$ cat config.mk
export PLATFORM = sky130hd
export DESIGN_NAME = smp_ctrl
export DESIGN_NICKNAME = d
export VERILOG_FILES = /design/src/smp_pkg.sv /design/src/smp_ctrl.sv
export SDC_FILE = /design/constraint.sdc
export NUM_CORES = 2
export LEC_CHECK = 0
export BUFFER_PORTS_ARGS = -buffer_cell sky130_fd_sc_hd__buf_4
export CORE_MARGIN = 2
export CORE_UTILIZATION = 28
export DETAILED_ROUTE_END_ITERATION = 8
export PLACE_DENSITY_LB_ADDON = 0.2
export SLEW_MARGIN = 15
export SYNTH_ARGS = -nofsm -noshare
export SYNTH_HDL_FRONTEND = slang
export SYNTH_SLANG_ARGS = --single-unit
$ cat constraint.sdc
create_clock -name ref_clk_i -period 5.2 [get_ports ref_clk_i]
set_clock_uncertainty 0.2 [all_clocks]
set_input_delay 0.78 -clock ref_clk_i [delete_from_list [all_inputs] [get_ports ref_clk_i]]
set_output_delay 0.78 -clock ref_clk_i [all_outputs]
set_load 0.01 [all_outputs]
$ cat src/smp_pkg.sv
package smp_pkg;

  // ==========================================================================
  // Register map
  localparam logic [1:0] SMP_IDX_SETUP = 2'h0;
  localparam logic [1:0] SMP_IDX_PULSE = 2'h1;
  localparam logic [1:0] SMP_IDX_CYCLE = 2'h2;
  localparam logic [1:0] SMP_IDX_MODE = 2'h3;
  localparam logic [7:0] SMP_CS_STRIDE = 8'h10;
  localparam logic [7:0] SMP_OFS_STATUS = 8'hE0;
  localparam int unsigned SMP_MAX_CS = 8;
  localparam logic [31:0] SMP_RST_SETUP = 32'h00000000;
  localparam logic [31:0] SMP_RST_PULSE = 32'h01010101;
  localparam logic [31:0] SMP_RST_CYCLE = 32'h00010001;
  localparam logic [31:0] SMP_RST_MODE = 32'h10001000;
  localparam logic [31:0] SMP_MSK_SETUP = 32'h3F3F3F3F;
  localparam logic [31:0] SMP_MSK_PULSE = 32'h7F7F7F7F;
  localparam logic [31:0] SMP_MSK_CYCLE = 32'h01FF01FF;
  localparam logic [31:0] SMP_MSK_MODE = 32'h311F3133;

  // ==========================================================================
  // Field positions
  localparam int unsigned SMP_F_WR_STB = 0;
  localparam int unsigned SMP_F_CS_WR = 8;
  localparam int unsigned SMP_F_RD_STB = 16;
  localparam int unsigned SMP_F_CS_RD = 24;
  localparam int unsigned SMP_F_WR_CYC = 0;
  localparam int unsigned SMP_F_RD_CYC = 16;
  localparam int unsigned SMP_F_READ_MODE = 0;
  localparam int unsigned SMP_F_BYTE_ACC = 8;
  localparam int unsigned SMP_F_DBW = 12;
  localparam int unsigned SMP_F_PAGE_EN = 24;
  localparam int unsigned SMP_F_PAGE_SIZE = 28;
  localparam logic [1:0] SMP_DBW_16 = 2'h1;
  localparam logic [1:0] SMP_DBW_32 = 2'h2;
  localparam int unsigned SMP_S_BUSY = 0;
  localparam int unsigned SMP_S_PAGE_OPEN = 1;
  localparam int unsigned SMP_S_SLOW = 2;
  localparam int unsigned SMP_S_PAGE_CS = 8;

  // ==========================================================================
  // Slow clock waveform, in cycles
  localparam logic [9:0] SMP_SLOW_RD_SETUP = 10'h001;
  localparam logic [9:0] SMP_SLOW_RD_PULSE = 10'h001;
  localparam logic [9:0] SMP_SLOW_CS_RD_SETUP = 10'h000;
  localparam logic [9:0] SMP_SLOW_CS_RD_PULSE = 10'h002;
  localparam logic [9:0] SMP_SLOW_RD_CYCLE = 10'h002;
  localparam logic [9:0] SMP_SLOW_WR_SETUP = 10'h001;
  localparam logic [9:0] SMP_SLOW_WR_PULSE = 10'h001;
  localparam logic [9:0] SMP_SLOW_CS_WR_SETUP = 10'h000;
  localparam logic [9:0] SMP_SLOW_CS_WR_PULSE = 10'h003;
  localparam logic [9:0] SMP_SLOW_WR_CYCLE = 10'h003;

  typedef enum logic [1:0] {SMP_IDLE, SMP_STD, SMP_PAGE, SMP_OPEN} smp_state_t;

  // Setup field: 128 * bit5 + bits 4..0
  function automatic logic [9:0] smp_setup_len(input logic [5:0] f);
    return {2'h0, f[5], 2'h0, f[4:0]};
  endfunction

  // Pulse field: 256 * bit6 + bits 5..0
  function automatic logic [9:0] smp_pulse_len(input logic [6:0] f);
    return {1'h0, f[6], 2'h0, f[5:0]};
  endfunction

  // Cycle field: 256 * bits 8..7 + bits 6..0
  function automatic logic [9:0] smp_cycle_len(input logic [8:0] f);
    return {f[8:7], 1'h0, f[6:0]};
  endfunction

  // Address bits that name the page
  function automatic logic [25:0] smp_page_mask(input logic [1:0] psize, input logic [1:0] dbw);
    logic [25:0] low;
    logic [25:0] ign;
    low = (26'h4 << psize) - 26'h1;
    ign = (dbw == SMP_DBW_32) ? 26'h3 : ((dbw == SMP_DBW_16) ? 26'h1 : 26'h0);
    return ~(low | ign);
  endfunction

endpackage

$ cat src/smp_ctrl.sv
module smp_ctrl import smp_pkg::*; #(
  parameter int unsigned NUM_CS = 8
) (
  input wire logic ref_clk_i,
  input wire logic rstn_i,
  input wire logic [7:0] avs_address_i,
  input wire logic avs_read_i,
  input wire logic avs_write_i,
  input wire logic [31:0] avs_writedata_i,
  input wire logic [3:0] avs_byteenable_i,
  output logic [31:0] avs_readdata_o,
  output logic avs_waitrequest_o,
  input wire logic req_valid_i,
  output logic req_ready_o,
  input wire logic req_write_i,
  input wire logic [$clog2(NUM_CS)-1:0] req_cs_i,
  input wire logic [25:0] req_addr_i,
  input wire logic [3:0] req_be_i,
  input wire logic [31:0] req_wdata_i,
  output logic done_o,
  output logic [31:0] rdata_o,
  input wire logic slow_clock_i,
  input wire logic periph_access_i,
  output logic [25:0] mem_addr_o,
  output logic [NUM_CS-1:0] chip_select_n_o,
  output logic read_strobe_n_o,
  output logic write_strobe_n_o,
  output logic [3:0] byte_lane_n_o,
  output logic [31:0] mem_wdata_o,
  output logic mem_data_oe_n_o,
  input wire logic [31:0] mem_rdata_i
);

  localparam int unsigned CSW = $clog2(NUM_CS);

  // ==========================================================================
  // Parameter check
  if (NUM_CS < 2 || NUM_CS > SMP_MAX_CS) begin : g_bad_cs
    $error("NUM_CS must lie between 2 and 8");
  end

  typedef struct packed {
    logic [NUM_CS-1:0][3:0][31:0] shadow;
    logic [NUM_CS-1:0][3:0][31:0] active;
    smp_state_t st;
    logic [9:0] cnt;
    logic [9:0] len;
    logic [9:0] stb_s;
    logic [9:0] stb_p;
    logic [9:0] cs_s;
    logic [9:0] cs_p;
    logic is_wr;
    logic slow;
    logic byte_access_type;
    logic rd_by_stb;
    logic [CSW-1:0] cur_cs;
    logic [25:0] cur_addr;
    logic [3:0] cur_be;
    logic [31:0] cur_wdata;
    logic page_vld;
    logic [CSW-1:0] page_cs;
    logic [25:0] page_tag;
    logic [31:0] rdata;
    logic [31:0] cap;
    logic done;
    logic [31:0] readdata;
    logic rd_valid;
    logic [NUM_CS-1:0] cs_n;
    logic rd_n;
    logic wr_n;
    logic [3:0] lane_n;
    logic oe_n;
  } smp_regs_t;

  smp_regs_t s_r;
  smp_regs_t s_nxt;

  // Strobe is low while setup <= c < setup + pulse
  function automatic logic in_pulse(input logic [9:0] c, input logic [9:0] st, input logic [9:0] p);
    return (c >= st) && ({1'b0, c} < ({1'b0, st} + {1'b0, p}));
  endfunction

  // Last cycle of a pulse
  function automatic logic pulse_end(input logic [9:0] c, input logic [9:0] st, input logic [9:0] p);
    return ({1'b0, c} + 11'h001) == ({1'b0, st} + {1'b0, p});
  endfunction

  // Reset value of the register file
  function automatic smp_regs_t reset_val();
    smp_regs_t r;
    r = '0;
    for (int c = 0; c < NUM_CS; c++) begin
      r.shadow[c][SMP_IDX_SETUP] = SMP_RST_SETUP;
      r.shadow[c][SMP_IDX_PULSE] = SMP_RST_PULSE;
      r.shadow[c][SMP_IDX_CYCLE] = SMP_RST_CYCLE;
      r.shadow[c][SMP_IDX_MODE] = SMP_RST_MODE;
    end
    r.active = r.shadow;
    r.st = SMP_IDLE;
    r.cs_n = '1;
    r.rd_n = 1'b1;
    r.wr_n = 1'b1;
    r.lane_n = 4'hF;
    r.oe_n = 1'b1;
    return r;
  endfunction

  // ==========================================================================
  // Decode of the live request against the committed configuration
  logic [31:0] req_mode;
  logic [31:0] req_pulse;
  logic [25:0] req_mask;
  logic req_page_ok;
  logic req_hit;
  logic accept;

  always_comb begin
    req_mode = s_r.active[req_cs_i][SMP_IDX_MODE];
    req_pulse = s_r.active[req_cs_i][SMP_IDX_PULSE];
    req_mask = smp_page_mask(req_mode[SMP_F_PAGE_SIZE +: 2], req_mode[SMP_F_DBW +: 2]);
    // Burst read only on page-enabled chip selects at full rate
    req_page_ok = !req_write_i && req_mode[SMP_F_PAGE_EN] && !slow_clock_i;
    // Same chip select and page bits as the open page
    req_hit = s_r.page_vld && (req_cs_i == s_r.page_cs) &&
              ((req_addr_i & req_mask) == s_r.page_tag);
    accept = req_valid_i && ((s_r.st == SMP_IDLE) ||
             ((s_r.st == SMP_OPEN) && req_page_ok && (req_cs_i == s_r.page_cs) && !periph_access_i));
  end

  assign req_ready_o = (s_r.st == SMP_IDLE) ||
                       ((s_r.st == SMP_OPEN) && req_page_ok && (req_cs_i == s_r.page_cs) && !periph_access_i);

  // ==========================================================================
  // Next state
  logic [CSW:0] bus_cs;
  logic [1:0] bus_reg;
  logic bus_mapped;
  logic stb_lo;
  logic cs_lo;

  always_comb begin
    s_nxt = s_r;
    s_nxt.done = 1'b0;
    s_nxt.rd_valid = 1'b0;
    bus_cs = avs_address_i[4 +: CSW+1];
    bus_reg = avs_address_i[3:2];
    bus_mapped = (avs_address_i[7:4] < 4'(NUM_CS));
    stb_lo = 1'b0;
    cs_lo = 1'b0;

    // Register writes, byte lanes honoured, reserved bits kept zero
    if (avs_write_i && bus_mapped) begin
      for (int b = 0; b < 4; b++) begin
        if (avs_byteenable_i[b]) begin
          s_nxt.shadow[bus_cs[CSW-1:0]][bus_reg][8*b +: 8] = avs_writedata_i[8*b +: 8];
        end
      end
      case (bus_reg)
        SMP_IDX_SETUP: s_nxt.shadow[bus_cs[CSW-1:0]][bus_reg] &= SMP_MSK_SETUP;
        SMP_IDX_PULSE: s_nxt.shadow[bus_cs[CSW-1:0]][bus_reg] &= SMP_MSK_PULSE;
        SMP_IDX_CYCLE: s_nxt.shadow[bus_cs[CSW-1:0]][bus_reg] &= SMP_MSK_CYCLE;
        default: s_nxt.shadow[bus_cs[CSW-1:0]][bus_reg] &= SMP_MSK_MODE;
      endcase
      // A mode write commits every staged register
      if (bus_reg == SMP_IDX_MODE) begin
        s_nxt.active = s_nxt.shadow;
      end
    end

    // Register reads: one wait cycle, then registered data
    if (avs_read_i && !s_r.rd_valid) begin
      s_nxt.rd_valid = 1'b1;
      s_nxt.readdata = '0;
      if (bus_mapped) begin
        s_nxt.readdata = s_r.shadow[bus_cs[CSW-1:0]][bus_reg];
      end else if (avs_address_i == SMP_OFS_STATUS) begin
        s_nxt.readdata[SMP_S_BUSY] = (s_r.st != SMP_IDLE);
        s_nxt.readdata[SMP_S_PAGE_OPEN] = s_r.page_vld;
        s_nxt.readdata[SMP_S_SLOW] = s_r.slow;
        s_nxt.readdata[SMP_S_PAGE_CS +: CSW] = s_r.page_cs;
      end
    end

    // Transfer engine
    case (s_r.st)
      SMP_IDLE: begin
        if (accept) begin
          s_nxt.cnt = '0;
          s_nxt.is_wr = req_write_i;
          s_nxt.cur_cs = req_cs_i;
          s_nxt.cur_addr = req_addr_i;
          s_nxt.cur_be = req_be_i;
          s_nxt.cur_wdata = req_wdata_i;
          s_nxt.byte_access_type = req_mode[SMP_F_BYTE_ACC];
          s_nxt.slow = slow_clock_i;
          if (req_page_ok) begin
            // Page just opened: first access uses the chip select read pulse
            s_nxt.st = SMP_PAGE;
            s_nxt.len = smp_pulse_len(req_pulse[SMP_F_CS_RD +: 7]);
            s_nxt.page_vld = 1'b1;
            s_nxt.page_cs = req_cs_i;
            s_nxt.page_tag = req_addr_i & req_mask;
          end else if (slow_clock_i) begin
            s_nxt.st = SMP_STD;
            s_nxt.rd_by_stb = 1'b0;
            s_nxt.stb_s = req_write_i ? SMP_SLOW_WR_SETUP : SMP_SLOW_RD_SETUP;
            s_nxt.stb_p = req_write_i ? SMP_SLOW_WR_PULSE : SMP_SLOW_RD_PULSE;
            s_nxt.cs_s = req_write_i ? SMP_SLOW_CS_WR_SETUP : SMP_SLOW_CS_RD_SETUP;
            s_nxt.cs_p = req_write_i ? SMP_SLOW_CS_WR_PULSE : SMP_SLOW_CS_RD_PULSE;
            s_nxt.len = req_write_i ? SMP_SLOW_WR_CYCLE : SMP_SLOW_RD_CYCLE;
          end else begin
            s_nxt.st = SMP_STD;
            s_nxt.rd_by_stb = req_mode[SMP_F_READ_MODE];
            if (req_write_i) begin
              s_nxt.stb_s = smp_setup_len(s_r.active[req_cs_i][SMP_IDX_SETUP][SMP_F_WR_STB +: 6]);
              s_nxt.cs_s = smp_setup_len(s_r.active[req_cs_i][SMP_IDX_SETUP][SMP_F_CS_WR +: 6]);
              s_nxt.stb_p = smp_pulse_len(req_pulse[SMP_F_WR_STB +: 7]);
              s_nxt.cs_p = smp_pulse_len(req_pulse[SMP_F_CS_WR +: 7]);
              s_nxt.len = smp_cycle_len(s_r.active[req_cs_i][SMP_IDX_CYCLE][SMP_F_WR_CYC +: 9]);
            end else begin
              s_nxt.stb_s = smp_setup_len(s_r.active[req_cs_i][SMP_IDX_SETUP][SMP_F_RD_STB +: 6]);
              s_nxt.cs_s = smp_setup_len(s_r.active[req_cs_i][SMP_IDX_SETUP][SMP_F_CS_RD +: 6]);
              s_nxt.stb_p = smp_pulse_len(req_pulse[SMP_F_RD_STB +: 7]);
              s_nxt.cs_p = smp_pulse_len(req_pulse[SMP_F_CS_RD +: 7]);
              s_nxt.len = smp_cycle_len(s_r.active[req_cs_i][SMP_IDX_CYCLE][SMP_F_RD_CYC +: 9]);
            end
          end
        end
      end
      SMP_STD: begin
        // Parameters were latched at the start, so a slow transfer ends slow
        if (!s_r.is_wr && (s_r.rd_by_stb ? pulse_end(s_r.cnt, s_r.stb_s, s_r.stb_p)
                                          : pulse_end(s_r.cnt, s_r.cs_s, s_r.cs_p))) begin
          s_nxt.cap = mem_rdata_i;
        end
        if (({1'b0, s_r.cnt} + 11'h001) >= {1'b0, s_r.len}) begin
          s_nxt.st = SMP_IDLE;
          s_nxt.done = 1'b1;
          // Captured word is published with done, so rdata only moves with done
          if (!s_r.is_wr) begin
            s_nxt.rdata = s_nxt.cap;
          end
        end else begin
          s_nxt.cnt = s_r.cnt + 10'h001;
        end
      end
      SMP_PAGE: begin
        // Only the pulse length counts here; setups and cycle are unused
        if (({1'b0, s_r.cnt} + 11'h001) >= {1'b0, s_r.len}) begin
          s_nxt.st = SMP_OPEN;
          s_nxt.done = 1'b1;
          s_nxt.rdata = mem_rdata_i;
        end else begin
          s_nxt.cnt = s_r.cnt + 10'h001;
        end
      end
      SMP_OPEN: begin
        if (accept) begin
          s_nxt.st = SMP_PAGE;
          s_nxt.cnt = '0;
          s_nxt.cur_addr = req_addr_i;
          s_nxt.cur_be = req_be_i;
          s_nxt.byte_access_type = req_mode[SMP_F_BYTE_ACC];
          s_nxt.slow = 1'b0;
          // Hit uses read strobe pulse, miss reopens with chip select pulse
          s_nxt.len = req_hit ? smp_pulse_len(req_pulse[SMP_F_RD_STB +: 7])
                              : smp_pulse_len(req_pulse[SMP_F_CS_RD +: 7]);
          s_nxt.page_tag = req_addr_i & req_mask;
        end else if (periph_access_i || slow_clock_i || req_valid_i) begin
          // Release the chip select; the page record goes with it
          s_nxt.st = SMP_IDLE;
          s_nxt.page_vld = 1'b0;
        end
      end
      default: begin
        s_nxt.st = SMP_IDLE;
      end
    endcase

    // Pin levels for the cycle being entered
    s_nxt.cs_n = '1;
    s_nxt.rd_n = 1'b1;
    s_nxt.wr_n = 1'b1;
    s_nxt.lane_n = 4'hF;
    s_nxt.oe_n = 1'b1;
    case (s_nxt.st)
      SMP_STD: begin
        stb_lo = in_pulse(s_nxt.cnt, s_nxt.stb_s, s_nxt.stb_p);
        cs_lo = in_pulse(s_nxt.cnt, s_nxt.cs_s, s_nxt.cs_p);
        s_nxt.cs_n[s_nxt.cur_cs] = !cs_lo;
        s_nxt.rd_n = !(stb_lo && !s_nxt.is_wr);
        s_nxt.wr_n = !(stb_lo && s_nxt.is_wr && !s_nxt.byte_access_type);
        s_nxt.oe_n = !s_nxt.is_wr;
        if (s_nxt.byte_access_type) begin
          s_nxt.lane_n = (stb_lo && s_nxt.is_wr) ? ~s_nxt.cur_be : 4'hF;
        end else begin
          s_nxt.lane_n = cs_lo ? ~s_nxt.cur_be : 4'hF;
        end
      end
      SMP_PAGE, SMP_OPEN: begin
        s_nxt.cs_n[s_nxt.cur_cs] = 1'b0;
        s_nxt.rd_n = 1'b0;
        s_nxt.lane_n = s_nxt.byte_access_type ? 4'hF : ~s_nxt.cur_be;
      end
      default: begin
        s_nxt.lane_n = 4'hF;
      end
    endcase
  end

  // ==========================================================================
  // State register
  always_ff @(posedge ref_clk_i or negedge rstn_i) begin
    if (!rstn_i) begin
      s_r <= reset_val();
    end else begin
      s_r <= s_nxt;
    end
  end

  // ==========================================================================
  // Outputs
  // Register bus: data from flops, stall only in the first read cycle
  assign avs_readdata_o = s_r.readdata;
  assign avs_waitrequest_o = avs_read_i && !s_r.rd_valid;

  // Transfer handshake back to the requester
  assign done_o = s_r.done;
  assign rdata_o = s_r.rdata;

  // Memory pins, all straight from the state register
  assign mem_addr_o = s_r.cur_addr;
  assign chip_select_n_o = s_r.cs_n;
  assign read_strobe_n_o = s_r.rd_n;
  assign write_strobe_n_o = s_r.wr_n;
  assign byte_lane_n_o = s_r.lane_n;
  assign mem_wdata_o = s_r.cur_wdata;
  assign mem_data_oe_n_o = s_r.oe_n;

endmodule

-- Word-level counts from Yosys, hierarchy flattened
Index checks and enable logic that the tools add are counted.
Widths: inputs -> output; s select.
- register bits after elaboration: 2322
- output and inout bits: 140
- $add $sub $neg: 7
- equality and inequality tests: 24
- reductions and logical operators: 47
- $lt $le $gt $ge: 13
- bitwise gates (word level): 7
- multiplexer cells: 104
- shift operators: 1
- operators with widths (operator ; count):
    $bwmux 1024 ; 8
    $mux 1024 ; 8
    $pmux 1024 s3 ; 1
    $demux 128 s3 ; 5
    $bmux 128 s3 ; 3
    $mux 128 ; 7
    $demux 32 s2 ; 5
    $mux 32 ; 7
    $mux 161 ; 1
    $bmux 32 s2 ; 2
    $mux 126 ; 1
    $mux 50 ; 2
    $pmux 32 s2 ; 1
    $mux 30 ; 2
    $pmux 30 s2 ; 1
    $pmux 26 s2 ; 1
    $pmux 12 s4 ; 1
    $add 10x10->11 ; 4
    $mux 41 ; 1
    $mux 40 ; 1
    $mux 31 ; 1
    $and 26x26->26 ; 1
    $eq 26x26->1 ; 1
    $mux 26 ; 1
    53 further kinds ; 137

-- Longest topological paths before layout
- depth after elaboration: 24
- depth in mapped cells: 29
- mapped depth without buffers: 26

-- Worst setup path after synthesis
Ideal clock, no wire load.
- path kind: input -> register
- start point: in req_cs_i[0]
- end point: reg s_r (netlist bit write_strobe_n_o)
- setup time: 0.088 ns
- buffers on the path: 4
- data required time: 4.912 ns
- slack: -1.136 ns
- arrival: 6.048 ns
- stages on the path: 25
- cell sequence: buf_2 buf_2 buf_2 buf_2 mux4_2 mux4_2 nor2_1 o21ai_0 ha_1 a21o_1 a21oi_1 o21bai_1 a21oi_1 o21bai_1 a21oi_1 o21bai_1 a21oi_1 xor2_1 ha_1 and3_1 a221oi_1 nand3b_1 nor3_1 o221ai_1 or3_1
- RTL lines (item ; line ; text):
    start: declaration ; smp_ctrl.sv:16 ; input wire logic [$clog2(NUM_CS)-1:0] req_cs_i,
    end signal: assignment ; smp_ctrl.sv:315 ; s_r <= reset_val();
    end signal: assignment ; smp_ctrl.sv:317 ; s_r <= s_nxt;
    end: declaration ; smp_ctrl.sv:75 ; smp_regs_t s_r;

==> impl_results.md <==
- Fraction of the yosys area taken by sequential cells: 45.79%
- Number of H-tree levels: 4
- Post-synth top area cell: sky130_fd_sc_hd__dfrtp_1
- Combinational family with the most area after synthesis: multiplexers
- CTS buffer count: 223
- Core area: 369100 um^2
- Final Worst Setup Slack: -0.2413 ns
- Post-layout net count: 11280
- Half-perimeter wire length after detailed placement: 350.8 mm
- Total power draw: 47.99 mW
- Std-Cell Rows: 223
- Vias post-DR: 91590
- P&R area growth vs syn: 20.46%
- Headroom to the max-slew limit: 18.39%
- Antenna-violating nets left: 0
- Count of buffers from port buffering: 286
- Post-layout min period: 5.441 ns
- Clock input transition at the sequential cells of the worst setup and hold paths: 0.07 ns
- Fill cell total of the finished layout: 37420
- Measured slew at the worst slew-check pin: 1.222 ns
- CTS Root Cell: sky130_fd_sc_hd__clkbuf_16
- Number of warnings printed during yosys synthesis: 0
- RSZ-0062 raised after global routing: yes
- Mean post-synth cell area: 9.856 um^2
- Post-route fraction of the period consumed by the critical path: 104.6%
- Max frequency: 183.8 MHz
- Via count of the first global-routing pass: 89160
- Worst endpoint data arrival time: 6.08 ns
- Area of the die: 376100 um^2
- Pwr/cell area: 383.3 nW/um^2
- Post-synth EDFFs: 0
- Async set-or-reset flop fraction in the synthesized netlist: 100.0%
- Final routed DRC violation total: 0
- Pin count of the biggest net entering global routing: 172
- XOR/XNOR Fraction of Synth Area: 0.5598%
- CTS Sinks: 1895
- Chip width: 613.3 um
- Worst R2R Start: s_r[1162]
- Synthesis-stage register bit count: 1895
- First-pass GRT wire length: 709.0 mm
- CTS max path bufs: 4
- GRT Overall Usage: 26.19%
- Final core utilization: 33.92%
- Portion of synthesized cell area occupied by the leading cell type: 42.37%
- Via-to-Cell Ratio: 5.657
- Total overflow reported by the global router: 0
- Max_cap viols: 0
- Synth Area in Simple Gates: 17.64%
- Synthesized cell area: 103900 um^2
- Fin. Hold Viols: 0
- Most common cell after layout, fill and taps aside: sky130_fd_sc_hd__nand2_1
- Biggest area contributors in the synthesized netlist: sky130_fd_sc_hd__dfrtp_1 (42%), sky130_fd_sc_hd__nand2_1 (7.9%), sky130_fd_sc_hd__mux2_2 (7.5%)
- Clock network latency to the later pin of the worst-skew pair: 0.98 ns
- Initial cell density of the core: 28.16%
- Critical Path Source Type: flop
- Hold Startpoint: avs_writedata_i[0]
- Vertical die dimension: 613.3 um
- WL/cell: 31.30 um
- Synthesized Nets: 10790
- Pins over their slew limit: 0
- Start-to-end type of the worst setup path: reg2reg
- Final WL: 506.8 mm
- CTS tree: built
- Peak supply drop: 303.5 uV
- Leading cell types in the layout, fill and taps excluded: sky130_fd_sc_hd__nand2_1 (2179), sky130_fd_sc_hd__dfrtp_1 (1760), sky130_fd_sc_hd__buf_4 (1059)
- Fraction of final layout cells sized beyond drive strength 1: 24.45%
- Pleak: 58.78 nW
- Hold Path Class: in2reg
- Maximum fanout encountered on the critical timing path: 6
- Post-route worst hold slack: 0.08431 ns
- Violated checks: setup timing
- Outcome: complete, but fails checks
- Adder-Cell Fraction of Synth Area: 1.197%
- Iteration-0 DRC count of the detailed router: 11180
- Initial antenna violation count: 56
- Placement Setup Slack: -1.383 ns
- Required time at the worst-slack endpoint: 5.84 ns
- Synth Instances: 10550
- Placer congestion estimate: 0.9573
- Source of the critical timing path: s_r[1162]
- Top-Level Pins: 289
- Number of failing setup endpoints in the final timing report: 14
- Count of different cell masters after synthesis: 105
- Proportion of synthesized area in mux cells: 18.34%
- Most used flip-flop cell after synthesis: sky130_fd_sc_hd__dfrtp_1
- Area fraction in compound gates after synthesis: 11.58%
- Crit. End Element: flop
- Number of detailed-route iterations in the first pass: 6
-- worst max-delay path, cell delays in order (launching register included) --
cell	delay [ns]
sky130_fd_sc_hd__dfrtp_1	0.38
sky130_fd_sc_hd__mux4_2	0.46
sky130_fd_sc_hd__mux2i_1	0.15
sky130_fd_sc_hd__buf_4	0.22
sky130_fd_sc_hd__nor3_4	0.05
sky130_fd_sc_hd__nand2b_4	0.21
sky130_fd_sc_hd__buf_12	0.17
sky130_fd_sc_hd__o31a_1	0.28
sky130_fd_sc_hd__buf_4	0.14
sky130_fd_sc_hd__buf_4	0.14
sky130_fd_sc_hd__fa_1	0.44
sky130_fd_sc_hd__nor2b_1	0.14
sky130_fd_sc_hd__o21a_1	0.14
sky130_fd_sc_hd__o21ai_1	0.10
sky130_fd_sc_hd__a21oi_2	0.16
sky130_fd_sc_hd__o21ai_0	0.09
sky130_fd_sc_hd__nand2b_1	0.09
sky130_fd_sc_hd__xnor2_1	0.07
sky130_fd_sc_hd__ha_1	0.25
sky130_fd_sc_hd__a2111oi_4	0.27
sky130_fd_sc_hd__o21ai_1	0.13
sky130_fd_sc_hd__o21ai_2	0.08
sky130_fd_sc_hd__o211ai_1	0.10
sky130_fd_sc_hd__o211ai_1	0.35
sky130_fd_sc_hd__a31oi_4	0.21
sky130_fd_sc_hd__a21oi_4	0.20
sky130_fd_sc_hd__nand2_1	0.09
-- per-layer routing --
metal | up-vias | track usage (%) | part of all wire, %
li1 | 38340 | - | -
met1 | 46860 | 35.69 | 42
met2 | 5144 | 37.84 | 42
met3 | 1206 | 7.010 | 10
met4 | 38 | 13.54 | 5.8
met5 | - | 0 | 0.052
-- path summary, 6_finish.rpt --
check,end,slack (ns),cells past startpoint
max,chip_select_n_o[6],-0.24,26
min,s_r[1906],0.08,3
max reg2reg,chip_select_n_o[6],-0.24,26
min reg2reg,s_r[434],0.25,2
max in group asynchronous,s_r[1643],2.98,3
min in group asynchronous,mem_wdata_o[19],0.19,2
-- power breakdown --
part           switching (mW)  leakage [nW]  internal, mW
Sequential               2.12          25.0          17.1
Clock                    6.94          3.77          9.71
Combinational            7.02          30.1          5.09
Total                    16.1          58.8          31.9
-- cells in the mapped netlist, types with 93 or more instances --
cell and count:
sky130_fd_sc_hd__nor2_1 764, sky130_fd_sc_hd__dfrtp_1 1760, sky130_fd_sc_hd__dfstp_2 135, sky130_fd_sc_hd__mux2_2 694, sky130_fd_sc_hd__and2_1 317, sky130_fd_sc_hd__clkbuf_1 540
sky130_fd_sc_hd__mux4_2 192, sky130_fd_sc_hd__a221oi_1 135, sky130_fd_sc_hd__buf_2 243, sky130_fd_sc_hd__nand4_1 101, sky130_fd_sc_hd__a22oi_1 337, sky130_fd_sc_hd__ha_1 93
sky130_fd_sc_hd__a22o_1 99, sky130_fd_sc_hd__o21ai_0 261, sky130_fd_sc_hd__mux2i_1 650, sky130_fd_sc_hd__a21oi_1 205, sky130_fd_sc_hd__nand3_1 297, sky130_fd_sc_hd__nand2_1 2188
sky130_fd_sc_hd__buf_4 161
-- metrics by stage --
| step | setup TNS [ns] | std cells | area [um^2] |
|---|---|---|---|
| 4_1_cts | -2.516 | 16160 | 124900 |
| 2_1_floorplan | -3.446 | 10550 | 104200 |
| 3_3_place_gp | -17.24 | 15620 | 115800 |
| 3_5_place_dp | -18.68 | 15620 | 115800 |
| 5_1_grt | -7.111 | 16180 | 125200 |
| 6_report | -2.678 | 16190 | 125200 |
-- what timing repair did --
| item | 4_1_cts | 5_1_grt |
|---|---|---|
| hold buffers | 96 | 0 |
| pin swaps | 11 | 24 |
| setup endpoints to repair | 14 | 15 |
| resized for setup | 48 | 25 |
| gates cloned | 2 | 1 |
| setup buffers | 40 | 10 |
| hold endpoints to repair | 235 | 0 |
-- cells by family after synthesis --
family / Yosys count
DFF: 1895
muxes: 1573
buffers and inverters: 1098
and+or+nand+nor: 4126
AOI/OAI and AO/OA: 1693
xor gates and xnor gates: 64
adders and majority gates: 97
-- sequential cells by signal, summed over array words and instances (netlist names) --
register and flops:
mem_wdata_o 32, avs_readdata_o 32, chip_select_n_o 8, read_strobe_n_o 1, mem_data_oe_n_o 1, mem_addr_o 26, s_r 1757, byte_lane_n_o 4
rdata_o 32, done_o 1, write_strobe_n_o 1
-- cell type report --
| class | instances | area, um^2 | area share [%] |
|---|---|---|---|
| multi-input cells | 7553 | 51950 | 41.49 |
| diodes | 23 | 57.56 | 0.04597 |
| repair buffers | 1284 | 11470 | 9.161 |
| clock buffers | 333 | 6646 | 5.309 |
| inverters | 79 | 296.5 | 0.2368 |
| flip-flops and latches | 1895 | 47590 | 38.01 |
| well taps | 4950 | 6193 | 4.947 |
| clock inverters | 73 | 999.7 | 0.7985 |
No activity file was read; power rests on OpenSTA's default activity.
